`src/icw_cfg.svh`:
```
// Purpose: Register indices, field positions, reset values and timing counts.
// Assumes: Register indices are word indices; byte address is index times 4.
// Notes: Contract
`ifndef ICW_CFG_SVH
`define ICW_CFG_SVH
`define ICW_IDX_UPDATE   14'h000F
`define ICW_IDX_PIN0     14'h0100
`define ICW_IDX_WD_LO    14'h010D
`define ICW_IDX_WD_HI    14'h010E
`define ICW_IDX_MASK0    14'h010F
`define ICW_IDX_STAB     14'h0206
`define ICW_IDX_CTRL     14'h0A00
`define ICW_IDX_CLR_ALL  14'h0A05
`define ICW_IDX_CLR0     14'h0A06
`define ICW_IDX_STATUS   14'h0D01
`define ICW_IDX_MON0     14'h0D08
`define ICW_GROUPS       5
`define ICW_PINS         5
`define ICW_SLOTS        14
`define ICW_SLOT_PIN0    4'h0
`define ICW_SLOT_WD_LO   4'h5
`define ICW_SLOT_WD_HI   4'h6
`define ICW_SLOT_MASK0   4'h7
`define ICW_SLOT_STAB    4'hC
`define ICW_SLOT_CTRL    4'hD
`define ICW_UPDATE_KEY   8'h01
`define ICW_CLR_ALL_BIT  0
`define ICW_CLR_WD_BIT   7
`define ICW_CALALL_BIT   1
`define ICW_CALSYS_BIT   2
`define ICW_STAT_LOCK    0
`define ICW_STAT_STABLE  1
`define ICW_EVT_WD       0
`define ICW_EVT_STABLE   1
`define ICW_EVT_UNLOCK   2
`define ICW_STAB_RST     8'h32
`define ICW_CLK_NS       100
`define ICW_MS_NS        1000000
`define ICW_WD_PULSE_NS  40
`define ICW_RESP_OKAY    2'b00
`define ICW_RESP_SLVERR  2'b10
`endif

```
`src/icw_pkg.sv`:
```
// Purpose: Types shared by the control and status block.
// Assumes: Pin configuration byte layout is fixed by icw_pincfg_s.
// Notes: None.
package icw_pkg;
  typedef enum logic [1:0] {
    ICW_DRV_AH  = 2'b00,
    ICW_DRV_AL  = 2'b01,
    ICW_DRV_ODP = 2'b10,
    ICW_DRV_ODN = 2'b11
  } icw_drive_e;
  typedef enum logic [2:0] {
    ICW_FN_NONE  = 3'b000,
    ICW_FN_G0    = 3'b001,
    ICW_FN_G1    = 3'b010,
    ICW_FN_G2    = 3'b011,
    ICW_FN_G3    = 3'b100,
    ICW_FN_G4    = 3'b101,
    ICW_FN_ALL   = 3'b110,
    ICW_FN_WDOG  = 3'b111
  } icw_func_e;
  typedef struct packed {
    logic [2:0] rsvd;
    icw_drive_e drive;
    icw_func_e  func;
  } icw_pincfg_s;
  typedef struct packed {
    logic       hit;
    logic [3:0] slot;
  } icw_slot_s;
  typedef enum logic [1:0] {
    ICW_CAL_IDLE = 2'b00,
    ICW_CAL_WAIT = 2'b01,
    ICW_CAL_FIRE = 2'b10
  } icw_cal_e;
endpackage : icw_pkg

```
`src/icw_top.sv`:
```
// Purpose: Interrupt capture, pin routing, watchdog, clock stability and
//          calibration arming behind an AXI4-Lite register slave.
// Assumes: All inputs synchronous to CLK; writes act on byte lane 0 only.
// Notes: Settings are staged and become active on the update strobe.
`timescale 1ns/100ps
`include "icw_cfg.svh"
module icw_top #(
  parameter int MS_CYCLES = `ICW_MS_NS / `ICW_CLK_NS
) (
  // Clock and reset.
  input  wire logic                     CLK,
  input  wire logic                     SYS_RST,
  // AXI4-Lite write channels.
  input  wire logic [15:0]              S_AXI_AWADDR,
  input  wire logic                     S_AXI_AWVALID,
  output logic                          S_AXI_AWREADY,
  input  wire logic [31:0]              S_AXI_WDATA,
  input  wire logic [3:0]               S_AXI_WSTRB,
  input  wire logic                     S_AXI_WVALID,
  output logic                          S_AXI_WREADY,
  output logic [1:0]                    S_AXI_BRESP,
  output logic                          S_AXI_BVALID,
  input  wire logic                     S_AXI_BREADY,
  // AXI4-Lite read channels.
  input  wire logic [15:0]              S_AXI_ARADDR,
  input  wire logic                     S_AXI_ARVALID,
  output logic                          S_AXI_ARREADY,
  output logic [31:0]                   S_AXI_RDATA,
  output logic [1:0]                    S_AXI_RRESP,
  output logic                          S_AXI_RVALID,
  input  wire logic                     S_AXI_RREADY,
  // Clock multiplier and event sources.
  input  wire logic                     SYSTEM_CLOCK_MULTIPLIER_LOCKED,
  input  wire logic [4:0][7:0]          EVT_IN,
  // Multifunction pins.
  output logic [`ICW_PINS-1:0]          MF_OUT,
  output logic [`ICW_PINS-1:0]          MF_OE,
  // Clock status and calibration starts.
  output logic                          SYSTEM_CLOCK_MULTIPLIER_STABLE,
  output logic                          SYSTEM_CLOCK_MULTIPLIER_CAL_START,
  output logic                          LOOPS_CAL_START
);
  localparam int WD_PULSE_CYC_I =
    (`ICW_WD_PULSE_NS + `ICW_CLK_NS - 1) / `ICW_CLK_NS;
  localparam int WD_PULSE_CYC = (WD_PULSE_CYC_I < 1) ? 1 : WD_PULSE_CYC_I;

  function automatic icw_pkg::icw_slot_s slot_of(input logic [13:0] idx);
    icw_pkg::icw_slot_s s;
    s.hit  = 1'b1;
    s.slot = 4'h0;
    if (idx >= `ICW_IDX_PIN0 && idx < `ICW_IDX_PIN0 + 14'(`ICW_PINS))
      s.slot = 4'(idx - `ICW_IDX_PIN0);
    else if (idx >= `ICW_IDX_WD_LO
             && idx < `ICW_IDX_MASK0 + 14'(`ICW_GROUPS))
      s.slot = 4'(idx - `ICW_IDX_WD_LO) + `ICW_SLOT_WD_LO;
    else if (idx == `ICW_IDX_STAB)
      s.slot = `ICW_SLOT_STAB;
    else if (idx == `ICW_IDX_CTRL)
      s.slot = `ICW_SLOT_CTRL;
    else
      s.hit = 1'b0;
    return s;
  endfunction : slot_of

  logic [`ICW_SLOTS-1:0][7:0]  stg_r;
  logic [`ICW_SLOTS-1:0][7:0]  act_r;
  logic [4:0][7:0]             mon_r;
  logic [4:0][7:0]             mask_w;
  logic [4:0][7:0]             evt_w;
  logic [4:0][7:0]             clr_w;
  logic                        aw_held_r;
  logic                        w_held_r;
  logic [13:0]                 aw_idx_r;
  logic [7:0]                  wdat_r;
  logic                        wlane_r;
  logic                        wr_go;
  logic                        upd_r;
  logic                        clr_all_w;
  logic                        wd_restart_w;
  logic [31:0]                 rd_data;
  logic                        rd_err;
  logic [13:0]                 ar_idx;
  icw_pkg::icw_slot_s          wslot;
  icw_pkg::icw_slot_s          rslot;
  logic [15:0]                 wd_period;
  logic [$clog2(MS_CYCLES)-1:0] wd_pre_r;
  logic [15:0]                 wd_ms_r;
  logic                        wd_exp_r;
  logic [3:0]                  wd_pulse_cnt_r;
  logic                        wd_pulse_r;
  logic [$clog2(MS_CYCLES)-1:0] st_pre_r;
  logic [7:0]                  st_ms_r;
  logic                        locked_q_r;
  logic                        stable_q_r;
  icw_pkg::icw_cal_e           cal_r;
  logic                        irq_any;

  // Write channel: address and data are taken in either order.
  assign wslot = slot_of(aw_idx_r);
  assign wr_go = aw_held_r && w_held_r && !S_AXI_BVALID;

  always_ff @(posedge CLK)
  begin
    if (SYS_RST)
    begin
      aw_held_r     <= 1'b0;
      w_held_r      <= 1'b0;
      aw_idx_r      <= 14'h0000;
      wdat_r        <= 8'h00;
      wlane_r       <= 1'b0;
      S_AXI_AWREADY <= 1'b1;
      S_AXI_WREADY  <= 1'b1;
      S_AXI_BVALID  <= 1'b0;
      S_AXI_BRESP   <= `ICW_RESP_OKAY;
    end
    else
    begin
      if (S_AXI_AWVALID && S_AXI_AWREADY)
      begin
        aw_held_r     <= 1'b1;
        aw_idx_r      <= S_AXI_AWADDR[15:2];
        S_AXI_AWREADY <= 1'b0;
      end
      if (S_AXI_WVALID && S_AXI_WREADY)
      begin
        w_held_r     <= 1'b1;
        wdat_r       <= S_AXI_WDATA[7:0];
        wlane_r      <= S_AXI_WSTRB[0];
        S_AXI_WREADY <= 1'b0;
      end
      if (wr_go)
      begin
        aw_held_r    <= 1'b0;
        w_held_r     <= 1'b0;
        S_AXI_BVALID <= 1'b1;
        S_AXI_BRESP  <= (wslot.hit || aw_idx_r == `ICW_IDX_UPDATE
                         || (aw_idx_r >= `ICW_IDX_CLR_ALL
                             && aw_idx_r < `ICW_IDX_CLR0
                                           + 14'(`ICW_GROUPS)))
                        ? `ICW_RESP_OKAY : `ICW_RESP_SLVERR;
      end
      else if (S_AXI_BVALID && S_AXI_BREADY)
      begin
        S_AXI_BVALID  <= 1'b0;
        S_AXI_AWREADY <= 1'b1;
        S_AXI_WREADY  <= 1'b1;
      end
    end
  end

  // Staged copies take host writes; the active copies change only on update.
  always_ff @(posedge CLK)
  begin
    if (SYS_RST)
    begin
      stg_r                 <= '0;
      stg_r[`ICW_SLOT_STAB] <= `ICW_STAB_RST;
      upd_r                 <= 1'b0;
    end
    else
    begin
      if (wr_go && wlane_r && wslot.hit)
        stg_r[wslot.slot] <= wdat_r;
      upd_r <= wr_go && wlane_r && aw_idx_r == `ICW_IDX_UPDATE
               && wdat_r == `ICW_UPDATE_KEY;
    end
  end

  always_ff @(posedge CLK)
  begin
    if (SYS_RST)
    begin
      act_r                 <= '0;
      act_r[`ICW_SLOT_STAB] <= `ICW_STAB_RST;
    end
    else if (upd_r)
      act_r <= stg_r;
  end

  // Clearing strobes act at once; they are not staged.
  assign clr_all_w    = wr_go && wlane_r && aw_idx_r == `ICW_IDX_CLR_ALL
                        && wdat_r[`ICW_CLR_ALL_BIT];
  assign wd_restart_w = wr_go && wlane_r && aw_idx_r == `ICW_IDX_CLR_ALL
                        && wdat_r[`ICW_CLR_WD_BIT];

  // Group 0 is the common group; its low bits come from internal events.
  generate
    for (genvar g = 0; g < `ICW_GROUPS; g++)
    begin : g_grp
      assign mask_w[g] = act_r[`ICW_SLOT_MASK0 + 4'(g)];
      assign clr_w[g]  = (wr_go && wlane_r
                          && aw_idx_r == `ICW_IDX_CLR0 + 14'(g))
                         ? wdat_r : 8'h00;
      if (g == 0)
      begin : g_common
        assign evt_w[g] = {EVT_IN[g][7:3],
                           locked_q_r && !SYSTEM_CLOCK_MULTIPLIER_LOCKED,
                           SYSTEM_CLOCK_MULTIPLIER_STABLE && !stable_q_r,
                           wd_exp_r};
      end
      else
      begin : g_loop
        assign evt_w[g] = EVT_IN[g];
      end
    end
  endgenerate

  // A new event wins over a clear arriving in the same cycle.
  always_ff @(posedge CLK)
  begin
    if (SYS_RST)
      mon_r <= '0;
    else if (clr_all_w)
      mon_r <= evt_w & mask_w;
    else
      mon_r <= (mon_r & ~clr_w) | (evt_w & mask_w);
  end

  // Read channel answers one cycle after the address is taken.
  assign ar_idx = S_AXI_ARADDR[15:2];
  assign rslot  = slot_of(ar_idx);

  always_comb
  begin
    rd_data = 32'h0000_0000;
    rd_err  = 1'b0;
    if (rslot.hit)
      rd_data[7:0] = stg_r[rslot.slot];
    else if (ar_idx == `ICW_IDX_STATUS)
    begin
      rd_data[`ICW_STAT_LOCK]   = SYSTEM_CLOCK_MULTIPLIER_LOCKED;
      rd_data[`ICW_STAT_STABLE] = SYSTEM_CLOCK_MULTIPLIER_STABLE;
    end
    else if (ar_idx >= `ICW_IDX_MON0
             && ar_idx < `ICW_IDX_MON0 + 14'(`ICW_GROUPS))
    begin
      // Monitor words are only meaningful while the multiplier is locked.
      if (SYSTEM_CLOCK_MULTIPLIER_LOCKED)
        rd_data[7:0] = mon_r[3'(ar_idx - `ICW_IDX_MON0)];
    end
    else if (!(ar_idx == `ICW_IDX_UPDATE
               || (ar_idx >= `ICW_IDX_CLR_ALL
                   && ar_idx < `ICW_IDX_CLR0 + 14'(`ICW_GROUPS))))
      rd_err = 1'b1;
  end

  always_ff @(posedge CLK)
  begin
    if (SYS_RST)
    begin
      S_AXI_ARREADY <= 1'b1;
      S_AXI_RVALID  <= 1'b0;
      S_AXI_RDATA   <= 32'h0000_0000;
      S_AXI_RRESP   <= `ICW_RESP_OKAY;
    end
    else if (S_AXI_ARVALID && S_AXI_ARREADY)
    begin
      S_AXI_ARREADY <= 1'b0;
      S_AXI_RVALID  <= 1'b1;
      S_AXI_RDATA   <= rd_data;
      S_AXI_RRESP   <= rd_err ? `ICW_RESP_SLVERR : `ICW_RESP_OKAY;
    end
    else if (S_AXI_RVALID && S_AXI_RREADY)
    begin
      S_AXI_ARREADY <= 1'b1;
      S_AXI_RVALID  <= 1'b0;
    end
  end

  // Watchdog counts whole milliseconds; a zero period keeps it disabled.
  assign wd_period = {act_r[`ICW_SLOT_WD_HI], act_r[`ICW_SLOT_WD_LO]};

  always_ff @(posedge CLK)
  begin
    if (SYS_RST || wd_restart_w || wd_period == 16'h0000)
    begin
      wd_pre_r <= '0;
      wd_ms_r  <= 16'h0000;
      wd_exp_r <= 1'b0;
    end
    else
    begin
      wd_exp_r <= 1'b0;
      if (wd_pre_r == $bits(wd_pre_r)'(MS_CYCLES - 1))
      begin
        wd_pre_r <= '0;
        if (wd_ms_r == wd_period - 16'h0001)
        begin
          wd_ms_r  <= 16'h0000;
          wd_exp_r <= 1'b1;
        end
        else
          wd_ms_r <= wd_ms_r + 16'h0001;
      end
      else
        wd_pre_r <= wd_pre_r + 1'b1;
    end
  end

  // The pulse is stretched to the shortest whole number of clock periods.
  always_ff @(posedge CLK)
  begin
    if (SYS_RST)
    begin
      wd_pulse_cnt_r <= 4'h0;
      wd_pulse_r     <= 1'b0;
    end
    else if (wd_exp_r)
    begin
      wd_pulse_cnt_r <= 4'(WD_PULSE_CYC - 1);
      wd_pulse_r     <= 1'b1;
    end
    else if (wd_pulse_cnt_r != 4'h0)
      wd_pulse_cnt_r <= wd_pulse_cnt_r - 4'h1;
    else
      wd_pulse_r <= 1'b0;
  end

  // Stability: lock must hold for the programmed number of milliseconds.
  always_ff @(posedge CLK)
  begin
    if (SYS_RST || !SYSTEM_CLOCK_MULTIPLIER_LOCKED)
    begin
      st_pre_r      <= '0;
      st_ms_r       <= 8'h00;
      SYSTEM_CLOCK_MULTIPLIER_STABLE <= 1'b0;
    end
    else if (!SYSTEM_CLOCK_MULTIPLIER_STABLE)
    begin
      if (st_ms_r >= act_r[`ICW_SLOT_STAB])
        SYSTEM_CLOCK_MULTIPLIER_STABLE <= 1'b1;
      else if (st_pre_r == $bits(st_pre_r)'(MS_CYCLES - 1))
      begin
        st_pre_r <= '0;
        st_ms_r  <= st_ms_r + 8'h01;
      end
      else
        st_pre_r <= st_pre_r + 1'b1;
    end
  end

  always_ff @(posedge CLK)
  begin
    if (SYS_RST)
    begin
      locked_q_r <= 1'b0;
      stable_q_r <= 1'b0;
    end
    else
    begin
      locked_q_r <= SYSTEM_CLOCK_MULTIPLIER_LOCKED;
      stable_q_r <= SYSTEM_CLOCK_MULTIPLIER_STABLE;
    end
  end

  // Calibration: loop calibration is held back until the clock is stable.
  always_ff @(posedge CLK)
  begin
    if (SYS_RST)
    begin
      cal_r            <= icw_pkg::ICW_CAL_IDLE;
      SYSTEM_CLOCK_MULTIPLIER_CAL_START <= 1'b0;
      LOOPS_CAL_START  <= 1'b0;
    end
    else
    begin
      SYSTEM_CLOCK_MULTIPLIER_CAL_START <= upd_r
        && ((stg_r[`ICW_SLOT_CTRL][`ICW_CALSYS_BIT]
             && !act_r[`ICW_SLOT_CTRL][`ICW_CALSYS_BIT])
            || stg_r[`ICW_SLOT_CTRL][`ICW_CALALL_BIT]);
      LOOPS_CAL_START  <= 1'b0;
      case (cal_r)
        icw_pkg::ICW_CAL_IDLE:
          if (upd_r && stg_r[`ICW_SLOT_CTRL][`ICW_CALALL_BIT])
            cal_r <= icw_pkg::ICW_CAL_WAIT;
        icw_pkg::ICW_CAL_WAIT:
          if (SYSTEM_CLOCK_MULTIPLIER_STABLE)
            cal_r <= icw_pkg::ICW_CAL_FIRE;
        icw_pkg::ICW_CAL_FIRE:
        begin
          LOOPS_CAL_START <= SYSTEM_CLOCK_MULTIPLIER_STABLE;
          cal_r <= SYSTEM_CLOCK_MULTIPLIER_STABLE ? icw_pkg::ICW_CAL_IDLE
                                 : icw_pkg::ICW_CAL_WAIT;
        end
        default:
          cal_r <= icw_pkg::ICW_CAL_IDLE;
      endcase
    end
  end

  // Pin routing and drive style; unassigned pins stay undriven.
  assign irq_any = |mon_r;

  generate
    for (genvar p = 0; p < `ICW_PINS; p++)
    begin : g_pin
      icw_pkg::icw_pincfg_s cfg;
      logic                 act;
      assign cfg = icw_pkg::icw_pincfg_s'(act_r[`ICW_SLOT_PIN0 + 4'(p)]);
      always_comb
      begin
        case (cfg.func)
          icw_pkg::ICW_FN_G0:   act = |mon_r[0];
          icw_pkg::ICW_FN_G1:   act = |mon_r[1];
          icw_pkg::ICW_FN_G2:   act = |mon_r[2];
          icw_pkg::ICW_FN_G3:   act = |mon_r[3];
          icw_pkg::ICW_FN_G4:   act = |mon_r[4];
          icw_pkg::ICW_FN_ALL:  act = irq_any;
          icw_pkg::ICW_FN_WDOG: act = wd_pulse_r;
          default:              act = 1'b0;
        endcase
      end
      always_ff @(posedge CLK)
      begin
        if (SYS_RST || cfg.func == icw_pkg::ICW_FN_NONE)
        begin
          MF_OUT[p] <= 1'b0;
          MF_OE[p]  <= 1'b0;
        end
        else
        begin
          case (cfg.drive)
            icw_pkg::ICW_DRV_AL:  {MF_OUT[p], MF_OE[p]} <= {!act, 1'b1};
            icw_pkg::ICW_DRV_ODP: {MF_OUT[p], MF_OE[p]} <= {1'b1, act};
            icw_pkg::ICW_DRV_ODN: {MF_OUT[p], MF_OE[p]} <= {1'b0, act};
            default:              {MF_OUT[p], MF_OE[p]} <= {act, 1'b1};
          endcase
        end
      end
    end
  endgenerate
endmodule : icw_top
```
`config.mk`:
```
export PLATFORM = sky130hd
export DESIGN_NAME = icw_top
export DESIGN_NICKNAME = d
export VERILOG_FILES = /design/src/icw_pkg.sv /design/src/icw_top.sv
export VERILOG_INCLUDE_DIRS = /design/src /design/src/src
export SDC_FILE = /design/constraint.sdc
export NUM_CORES = 1
export LEC_CHECK = 0
export BUFFER_PORTS_ARGS = -buffer_cell sky130_fd_sc_hd__clkbuf_2
export CAP_MARGIN = 5
export CORE_ASPECT_RATIO = 0.8
export CORE_UTILIZATION = 53
export CTS_BUF_LIST = sky130_fd_sc_hd__clkbuf_8
export DETAILED_ROUTE_END_ITERATION = 8
export PLACE_DENSITY = 0.77
export SLEW_MARGIN = 20
export SYNTH_ARGS = -nofsm -noshare
export SYNTH_HDL_FRONTEND = slang
export SYNTH_SLANG_ARGS = --single-unit
```
`constraint.sdc`:
```
create_clock -name CLK -period 2.9 [get_ports CLK]
set_input_delay 0.725 -clock CLK [delete_from_list [all_inputs] [get_ports CLK]]
set_output_delay 0.725 -clock CLK [all_outputs]
set_load 0.01 [all_outputs]
```
==> results.toml, run 1 <==
[run_status]
run_status = "finished clean"

[synthesis]
yosys_warnings = 0
ys_types = 84
synthTopCellsByArea = "dfxtp_1 42%, mux2i_1 13%, nor2_1 6.5%"
ys_seq_area_share_pct = 42.5
synth_ff_type = "dfxtp_1"
synth-edff-count = 0
yosys.area.top_type = "dfxtp_1"
ys_seq_elements = 358
syn_avg_cell_area_um2 = 8.63
ys_async_sr_fraction_pct = 0
synthCells = 1956
synth_top_area_share_pct = 42.5
netlist_area_mm2 = 0.0169

[finish]
final_common_cell = "dfxtp_1"
nets = 2242
fin_area_mm2 = 0.0195
multi_input_area_mm2 = 0.00904
drive_gt1_share_pct = 16.6
final_cell_mix = "356 x dfxtp_1, 292 x nor2_1, 240 x nand2_1"
antenna_cells = 0
area_delta_synth_final_pct = 15.6
fillers = 2675
seqCellArea_mm2 = 0.00717

[setup_path]
cp.arrival_ns = 3.30
worst-setup-path-type = "reg2reg"
path_cells = "or4_4, nand4bb_4, or4b_4, a211o_4, buf_4, nor2_8, mux2i_1, nor2_1"
critical_path_required_ns = 3.37
critPathBufInv = 1
crit_family = "simple AND/OR/NAND/NOR gates"
worstSetupEndpointType = "flop"
rrSetupSlack_ns = 0.08
cp.depth = 8
slowest_stage = "or4_4"
critical-path-max-stage-delay_ns = 0.54
worstRegToRegCells = 8
r2r-end = "stg_r[72]$_SDFFE_PP0P_"
crit_fanout = 8
r2r_start = "aw_idx_r[6]$_SDFFE_PP0P_"
setup.worst_path.start_class = "flop"

[timing]
slew-limit-headroom_pct = 23.8
rsz0062_at_grt = "yes"
fmax_mhz = 354
hold_viol_final = 0
skew_ns = 0.0289
worstMarginPinSlew_ns = 1.14
fin_crit_sh_pct = 97.3
setup_viol_count_final = 0
maxSlewViolCount = 0
setup_ws_ns = 0.0778
tns_ns = 0
period_needed_ns = 2.82
hold_ws_ns = 0.306

[power_and_ir_drop]
switching_share_pct = 24.6
design_power_total_mw = 9.89
p_per_area_mw_per_mm2 = 507
p_sw_mw = 2.43
p_leak_nw = 7.35
seq_power_share_pct = 51.0
clkPwrFrac_pct = 43.5
peakVddDrop_uv = 381
combPwrFrac_pct = 5.4
p_int_mw = 7.46

[floorplanning]
die_x_um = 201
rows = 58
dieArea_mm2 = 0.0326
coreArea_mm2 = 0.0314
initial_utilization_pct = 53.8
ioPinCount = 170
die_y_um = 162

[grt]
track_usage_pct = 29.0
antenna_found_initial = 1
grt_max_degree = 218
grt_pass1_vias = 14100
grt_pass1_wl_mm = 75.9
grt_overflow = 0

[placement]
post-place-ws_ns = -0.183
gp_congestion = 0.939
post-dp-hpwl_mm = 34.6
placed_cell_area_mm2 = 0.0183
io_buffers = 109

[drt]
wl_per_cell_um = 18.7
avgViaCountPerCell = 5.87
vias = 15100
drtPass1Iterations = 7
wl_mm = 48.1
ant_nets = 0
drt_iter0_markers = 1447
drc = 0

[min_path]
whs_endpoint = "aw_idx_r[6]$_SDFFE_PP0P_"
hp-start = "S_AXI_AWADDR[8]"
whs_path_depth = 3
hp-class = "in2reg"

[clock_network]
cts.path.max_buffers = 3
cts_sinks = 358
clk_pin_slew_ns = 0.07
cts-hold-fix-buffers = 0
h-tree-depth = 2
cts_root_buf = "clkbuf_8"
cts_tree = "yes"
clk_latency_ns = 0.63
cts_buffers = 54

[job]
drv_cap = 0
stage by stage:
step                std cells  utilization [%]
finish                   2577             62.2
global route             2577             62.2
global placement         2475             58.3
CTS                      2576             61.9
floorplan                1981                -
detailed placement       2475             58.3
registers in the layout (all words and copies together) (netlist names), 2 cells and up:
name	flops
cal_r	2
S_AXI_RDATA	8
g_pin.cfg	25
st_ms_r	8
wd_pulse_cnt_r	4
MF_OE	5
act_r	65
aw_idx_r	14
MF_OUT	5
st_pre_r	14
wdat_r	8
mon_r	40
stg_r	112
wd_pre_r	14
wd_ms_r	16
what timing repair did:
| action | CTS | global route |
|---|---|---|
| buffers inserted | 0 | 1 |
| resized for setup | 0 | 16 |
| setup endpoints to repair | 0 | 68 |
| endpoints found under the hold margin | 0 | 0 |
layer usage:
metal	part of all wire, %	up-vias	routed length [um]	GRT usage (%)
met5	0	-	0	0
met2	43	631	20500	43.0
li1	-	7168	-	-
met4	2.3	0	1100	8.47
met1	46	7235	22100	42.2
met3	9.1	89	4370	6.17
Yosys cell counts, drive strengths merged, types with 8 or more instances:
library cell	count
mux2i	214
dfxtp	358
nor4	29
nor3	32
nor3b	8
or3	11
and2	8
clkbuf	95
inv	38
nor4b	10
and3	11
and4	9
ha	14
nand4	11
a31oi	8
nand3	44
o21ai	62
o2111ai	9
buf	53
xor2	27
o22ai	13
or2	8
o211ai	26
a21oi	94
a211oi	36
xnor2	33
nand2	240
a32oi	37
nor2	304
nand2b	15
power by group through the flow:
stage               clock, mW  combinational, mW  sequential, mW
floorplan                   0              0.363            5.12
global placement            0              0.506            5.15
detailed placement          0              0.526            5.16
CTS                      4.35              0.529            5.05
global route             4.60              0.586            5.05
finish                   4.31              0.539            5.05
area by class of cell:
cell class                 count  share of cell area (%)
clock buffer                  71                    5.01
tap                          420                    2.69
timing repair buffer         223                    7.57
clock inverter                30                   0.834
multi-input combinational   1435                    46.3
sequential                   358                    36.8
inverter                      40                   0.770
worst max path at each step:
stage / start / to / slack (ns)
after floorplan: S_AXI_ARADDR[2] / S_AXI_RDATA[1]$_SDFFE_PP0P_ / 0.01
after global placement: S_AXI_ARADDR[11] / S_AXI_RDATA[5]$_SDFFE_PP0P_ / -0.12
after detailed placement: S_AXI_ARADDR[11] / S_AXI_RDATA[5]$_SDFFE_PP0P_ / -0.18
after CTS: aw_idx_r[13]$_SDFFE_PP0P_ / stg_r[40]$_SDFFE_PP0P_ / 0.04
after global routing: act_r[44]$_SDFFE_PP0P_ / wd_ms_r[12]$_SDFFE_PP0N_ / -0.04
final: aw_idx_r[6]$_SDFFE_PP0P_ / stg_r[72]$_SDFFE_PP0P_ / 0.08
cell families after synthesis:
kind of cell / Yosys count / share of synthesized area, %
and+or+nand+nor: 774 / 21.4
DFF: 358 / 42.5
AOI/OAI and AO/OA: 340 / 13.3
muxes: 221 / 13.6
buffers and inverters: 188 / 4.95
xor gates and xnor gates: 60 / 3.11
adders and majority gates: 14 / 1.04
other: 1 / 0.0222
worst register-to-register path: stages, from the launching register on:
cell and delay, ns:
dfxtp_2 0.33, or4_4 0.54, nand4bb_4 0.23, or4b_4 0.50
a211o_4 0.39, buf_4 0.17, nor2_8 0.22, mux2i_1 0.23
nor2_1 0.06
Power figures use the tool's default switching activity.
==> run 2: changes to the inputs <==
--- a/config.mk
+++ b/config.mk
@@ -10,8 +10,8 @@
 export CAP_MARGIN = 5
 export CORE_ASPECT_RATIO = 0.8
-export CORE_UTILIZATION = 53
+export CORE_UTILIZATION = 30
 export CTS_BUF_LIST = sky130_fd_sc_hd__clkbuf_8
 export DETAILED_ROUTE_END_ITERATION = 8
-export PLACE_DENSITY = 0.77
+export PLACE_DENSITY = 0.49
 export SLEW_MARGIN = 20
 export SYNTH_ARGS = -nofsm -noshare
==> constraint.sdc (replaced) <==
create_clock -name CLK -period 2.9 [get_ports CLK]
set_input_delay 0.145 -clock CLK [delete_from_list [all_inputs] [get_ports CLK]]
set_output_delay 0.145 -clock CLK [all_outputs]
set_load 0.01 [all_outputs]
==> results.toml, run 2 (synthesis results as in run 1) <==
[drt]
drc = 0
drtPass1Iterations = 5
ant_nets = 0
drt_iter0_markers = 1175
wl_mm = 54.1
avgViaCountPerCell = 5.03
vias = 14900
wl_per_cell_um = 18.3

[clock_network]
h-tree-depth = 2
clk_latency_ns = 0.70
cts_buffers = 59
cts_tree = "yes"
cts_root_buf = "clkbuf_8"
clk_pin_slew_ns = 0.07
cts_setup_buffers = 0
cts.path.max_buffers = 3
cts_sinks = 358

[floorplanning]
initial_utilization_pct = 30.5
ioPinCount = 170
die_x_um = 267
coreArea_mm2 = 0.0554
dieArea_mm2 = 0.0572
die_y_um = 214
rows = 77

[setup_path]
path_cells = "or4_4, nand4bb_4, buf_4, or4b_2, nor3b_2, buf_4, nand2_1, a32oi_1, nor2_1"
cp_common_cell = "buf_4"
setup.worst_path.start_class = "flop"
cp.arrival_ns = 3.35
rrSetupSlack_ns = 0.12
crit_family = "simple AND/OR/NAND/NOR gates"
slowest_stage = "or4b_2"
crit_fanout = 8
worst-setup-path-type = "reg2reg"
r2r_start = "aw_idx_r[13]$_SDFFE_PP0P_"
r2r-end = "mon_r[26]$_SDFF_PP0_"
worstRegToRegCells = 9
critPathBufInv = 2
critical-path-max-stage-delay_ns = 0.67
critical_path_required_ns = 3.48
worstSetupEndpointType = "flop"

[power_and_ir_drop]
p_per_area_mw_per_mm2 = 511
switching_share_pct = 25.1
combPwrFrac_pct = 5.9
seq_power_share_pct = 48.1
design_power_total_mw = 10.5
peakVddDrop_uv = 349
p_leak_nw = 7.57
p_sw_mw = 2.64
clkPwrFrac_pct = 46.1
p_int_mw = 7.86

[finish]
stdcell_count = 2956
drive_gt1_share_pct = 15.1
nets = 2288
final_common_cell = "dfxtp_1"
largestRegisters = "stg_r x112, act_r x65, mon_r x40"
final_cell_mix = "357 x dfxtp_1, 293 x nor2_1, 239 x nand2_1"
antenna_cells = 0
area_delta_synth_final_pct = 21.6
regMostFlops = "stg_r"
largest_reg_flops = 112
final_util_pct = 37.0

[timing]
tns_ns = 0
rsz0062_at_grt = "no"
setup_viol_count_final = 0
fin_crit_sh_pct = 95.8
hold_ws_ns = 0.153
maxSlewViolCount = 0
fmax_mhz = 360
period_needed_ns = 2.78
worstMarginPinSlew_ns = 0.990
skew_ns = 0.0535
hold_viol_final = 0
slew-limit-headroom_pct = 33.9

[placement]
post-dp-hpwl_mm = 38.1
io_buffers = 109
place_inst = 2775
gp_congestion = 0.871

[job]
drv_cap = 0

[grt]
grt_pass1_wl_mm = 83.2
grt_pass1_vias = 14300
antenna_found_initial = 0
grt_overflow = 0
track_usage_pct = 18.7
grt_max_degree = 128

[run_status]
run_status = "finished clean"

[min_path]
whs_path_depth = 5
hp-class = "in2reg"
whs_endpoint = "S_AXI_RDATA[7]$_SDFFE_PP0P_"
hp-start = "S_AXI_ARADDR[6]"
==> run 2: cell types whose count changed in the layout (fill, tap and decap cells not counted), moves of 2 or more <==
cell / previous run / this run
or4b_4: 2 / 0
buf_4: 108 / 78
inv_8: 0 / 2
clkbuf_8: 72 / 79
inv_6: 2 / 0
nor4_2: 4 / 2
nor2_4: 4 / 2
inv_1: 56 / 54
dlygate4sd3_1: 0 / 72
==> run 2: how the worst max path moves through the flow <==
stage | start | to | slack (ns) | cells after the start
global placement | aw_idx_r[13]$_SDFFE_PP0P_ | stg_r[44]$_SDFFE_PP0P_ | 0.09 | 7
finish | aw_idx_r[13]$_SDFFE_PP0P_ | mon_r[26]$_SDFF_PP0_ | 0.12 | 9
detailed placement | aw_idx_r[13]$_SDFFE_PP0P_ | stg_r[47]$_SDFFE_PP0P_ | 0.07 | 7
global route | aw_idx_r[1]$_SDFFE_PP0P_ | stg_r[24]$_SDFFE_PP0P_ | 0.02 | 8
floorplan | act_r[40]$_SDFFE_PP0P_ | wd_ms_r[14]$_SDFFE_PP0N_ | 0.17 | 12
CTS | aw_idx_r[13]$_SDFFE_PP0P_ | stg_r[40]$_SDFFE_PP0P_ | 0.05 | 7
==> run 2: worst reg2reg max path, cell delays in order, from the launching register on <==
cell and delay (ns):
dfxtp_1 0.31, or4_4 0.55, nand4bb_4 0.22, buf_4 0.17
or4b_2 0.67, nor3b_2 0.19, buf_4 0.19, nand2_1 0.09
a32oi_1 0.24, nor2_1 0.05
==> run 2: cell type report <==
cell class / count / area, um2
Clock buffer: 79 / 1090
Clock inverter: 30 / 204
Fill cell: 5625 / 34900
Inverter: 40 / 150
Multi-Input combinational cell: 1435 / 9010
Sequential cell: 358 / 7170
Tap cell: 750 / 938
Timing Repair Buffer: 264 / 1960
==> run 2: stage by stage <==
stage,worst slack (ns),cell area [um2]
final,0.123,20500
after floorplan,0.168,17000
after global routing,0.0191,20500
after global placement,0.0880,18500
after detailed placement,0.0727,18500
after CTS,0.0506,20500
==> run 2: power by group through the flow <==
| stage | registers, mW | logic, mW | clock network (mW) |
|---|---|---|---|
| finish | 5.04 | 0.616 | 4.83 |
| CTS | 5.04 | 0.613 | 4.96 |
| global placement | 5.15 | 0.527 | 0 |
| floorplan | 5.12 | 0.362 | 0 |
| detailed placement | 5.15 | 0.535 | 0 |
| global route | 5.05 | 0.666 | 5.19 |
==> run 2: repair_timing <==
item / in CTS / in global routing
gates resized for setup: 0 / 9
endpoints found under the setup margin: 0 / 36
hold buffers: 72 / 0
hold endpoints to repair: 110 / 0
==> run 2: routing by layer <==
metal | GRT usage, % | vias to the layer above | part of all wire [%]
li1 | - | 7271 | -
met1 | 27.4 | 7084 | 50
met2 | 27.0 | 412 | 41
met3 | 3.70 | 90 | 6.5
met4 | 5.94 | 0 | 2.3
met5 | 0 | - | 0
==> run 3: changes to the inputs <==
- PLACE_DENSITY: 0.49 -> 0.54
- REMOVE_ABC_BUFFERS: not set -> 1
==> results.toml, run 3 (synthesis results as in run 1) <==
[grt]
antenna_found_initial = 1
grt_pass1_vias = 14500
grt_max_degree = 191
grt_use_met3_pct = 4.28
grt_use_met1_pct = 26.4
use_met2_pct = 27.2
track_usage_pct = 18.5
grt_overflow = 0
busiest_layer = "met2"
grt_pass1_wl_mm = 83.5

[drt]
ant_nets = 0
drt_iter0_markers = 965
wl_per_cell_um = 17.8
wl_mm = 52.9
vias = 15000
drc = 0
avgViaCountPerCell = 5.06
drtPass1Iterations = 5

[placement]
post-dp-hpwl_mm = 38.0
gp_congestion = 0.882
io_buffers = 109
placed_cell_area_mm2 = 0.0185
place_inst = 2776

[setup_path]
cp.arrival_ns = 3.32
worst-setup-path-type = "reg2reg"
crit_fanout = 8
worstSetupEndpoint = "stg_r[76]$_SDFFE_PP0P_"
setup.worst_path.start_class = "flop"
worstRegToRegCells = 8
r2r-end = "stg_r[76]$_SDFFE_PP0P_"
crit_path_start = "aw_idx_r[13]$_SDFFE_PP0P_"
r2r_start = "aw_idx_r[13]$_SDFFE_PP0P_"
rrSetupSlack_ns = 0.12
worstSetupEndpointType = "flop"
critical_path_required_ns = 3.45

[timing]
hold_ws_ns = 0.161
setup_viol_count_final = 0
fmax_mhz = 360
skew_ns = 0.0532
fin_crit_sh_pct = 95.7
maxSlewViolCount = 0
tns_ns = 0
slew-limit-headroom_pct = 36.5
worstMarginPinSlew_ns = 0.952
hold_viol_final = 0
period_needed_ns = 2.78
rsz0062_at_grt = "no"

[finish]
drive_gt1_share_pct = 14.7
regMostFlops = "stg_r"
largestRegisters = "stg_r x112, act_r x65, mon_r x40"
final_util_pct = 37.4
final_common_cell = "dfxtp_1"
area_delta_synth_final_pct = 22.8
stdcell_count = 2971
largest_reg_flops = 112
final_cell_mix = "357 x dfxtp_1, 293 x nor2_1, 239 x nand2_1"
fillers = 5666
nets = 2309
fin_area_mm2 = 0.0207

[floorplanning]
initial_utilization_pct = 30.5
ioPinCount = 170
die_y_um = 214
dieArea_mm2 = 0.0572
coreArea_mm2 = 0.0554
rows = 77
die_x_um = 267

[run_status]
run_status = "finished clean"

[job]
drv_cap = 0

[clock_network]
cts.path.max_buffers = 3
cts_root_buf = "clkbuf_8"
cts_tree = "yes"
cts_buffers = 59
clk_latency_ns = 0.70
h-tree-depth = 2
cts_sinks = 358
clk_pin_slew_ns = 0.07
cts_setup_buffers = 0

[power_and_ir_drop]
p_per_area_mw_per_mm2 = 499
p_leak_nw = 7.67
peakVddDrop_uv = 373

[min_path]
hp-class = "in2reg"
## run 3: cell types whose count changed in the layout (fill, tap and decap cells not counted), sizes merged
cell / change
buf: +1
clkbuf: -4
diode: +1
dlygate4sd3: +20
inv: -3
## run 3: how the worst min path moves through the flow
stage                                from                     endpoint  slack, ns  depth (start not counted)
after global routing      S_AXI_ARADDR[7]  S_AXI_RDATA[1]$_SDFFE_PP0P_       0.19                          5
after detailed placement    S_AXI_AWVALID     S_AXI_AWREADY$_SDFF_PP1_       0.37                          2
after global placement       S_AXI_WVALID      S_AXI_WREADY$_SDFF_PP1_       0.36                          2
after floorplan                   SYS_RST  S_AXI_RRESP[1]$_SDFFE_PP0P_       0.21                          1
after CTS                 S_AXI_ARADDR[7]  S_AXI_RDATA[6]$_SDFFE_PP0P_        0.1                          5
final                     S_AXI_ARADDR[7]  S_AXI_RDATA[6]$_SDFFE_PP0P_       0.16                          5
## run 3: critical path: stages (launching register included)
cell	delay (ns)
dfxtp_1	0.31
or4_4	0.55
nand4bb_4	0.22
or4b_1	0.51
a211o_4	0.42
buf_4	0.18
nor2_8	0.20
mux2i_1	0.22
nor2_1	0.05
## run 3: layout make-up
| class | instances | area [um2] | share of cell area, % |
|---|---|---|---|
| Clock buffer | 75 | 1030 | 4.98 |
| Tap cell | 750 | 938 | 4.53 |
| Timing Repair Buffer | 285 | 2210 | 10.7 |
| Multi-Input combinational cell | 1435 | 9010 | 43.5 |
| Sequential cell | 358 | 7170 | 34.6 |
| Clock inverter | 27 | 199 | 0.961 |
| Inverter | 40 | 150 | 0.725 |
| Antenna cell | 1 | 2.50 | 0.0121 |
## run 3: where the power goes
part / total (mW) / switching, mW / internal [mW] / leakage [nW]
logic: 0.657 / 0.379 / 0.279 / 4.08
registers: 5.03 / 0.0591 / 4.97 / 2.89
clock network: 4.64 / 2.14 / 2.50 / 0.695
total: 10.3 / 2.57 / 7.75 / 7.67
## run 3: metal layers
metal  vias to the layer above  wire (um)  share of wire, %
met5                         -         13             0.025
met4                         2       1390               2.6
met3                        91       3390               6.4
met2                       396      22500                42
met1                      7237      25600                48
li1                       7304          -                 -
## run 3: stage by stage
stage          power (mW)  setup WS [ns]
5_1_grt              10.8        0.00910
6_report             10.3          0.124
3_5_place_dp         5.69         0.0347
3_3_place_gp         5.68         0.0566
4_1_cts              10.5         0.0538
2_1_floorplan        5.38         -0.748
## run 3: what timing repair did
action / 4_1_cts / 5_1_grt
gates resized for setup: 0 / 9
hold buffers: 92 / 0
endpoints found under the hold margin: 102 / 0
endpoints found under the setup margin: 0 / 49
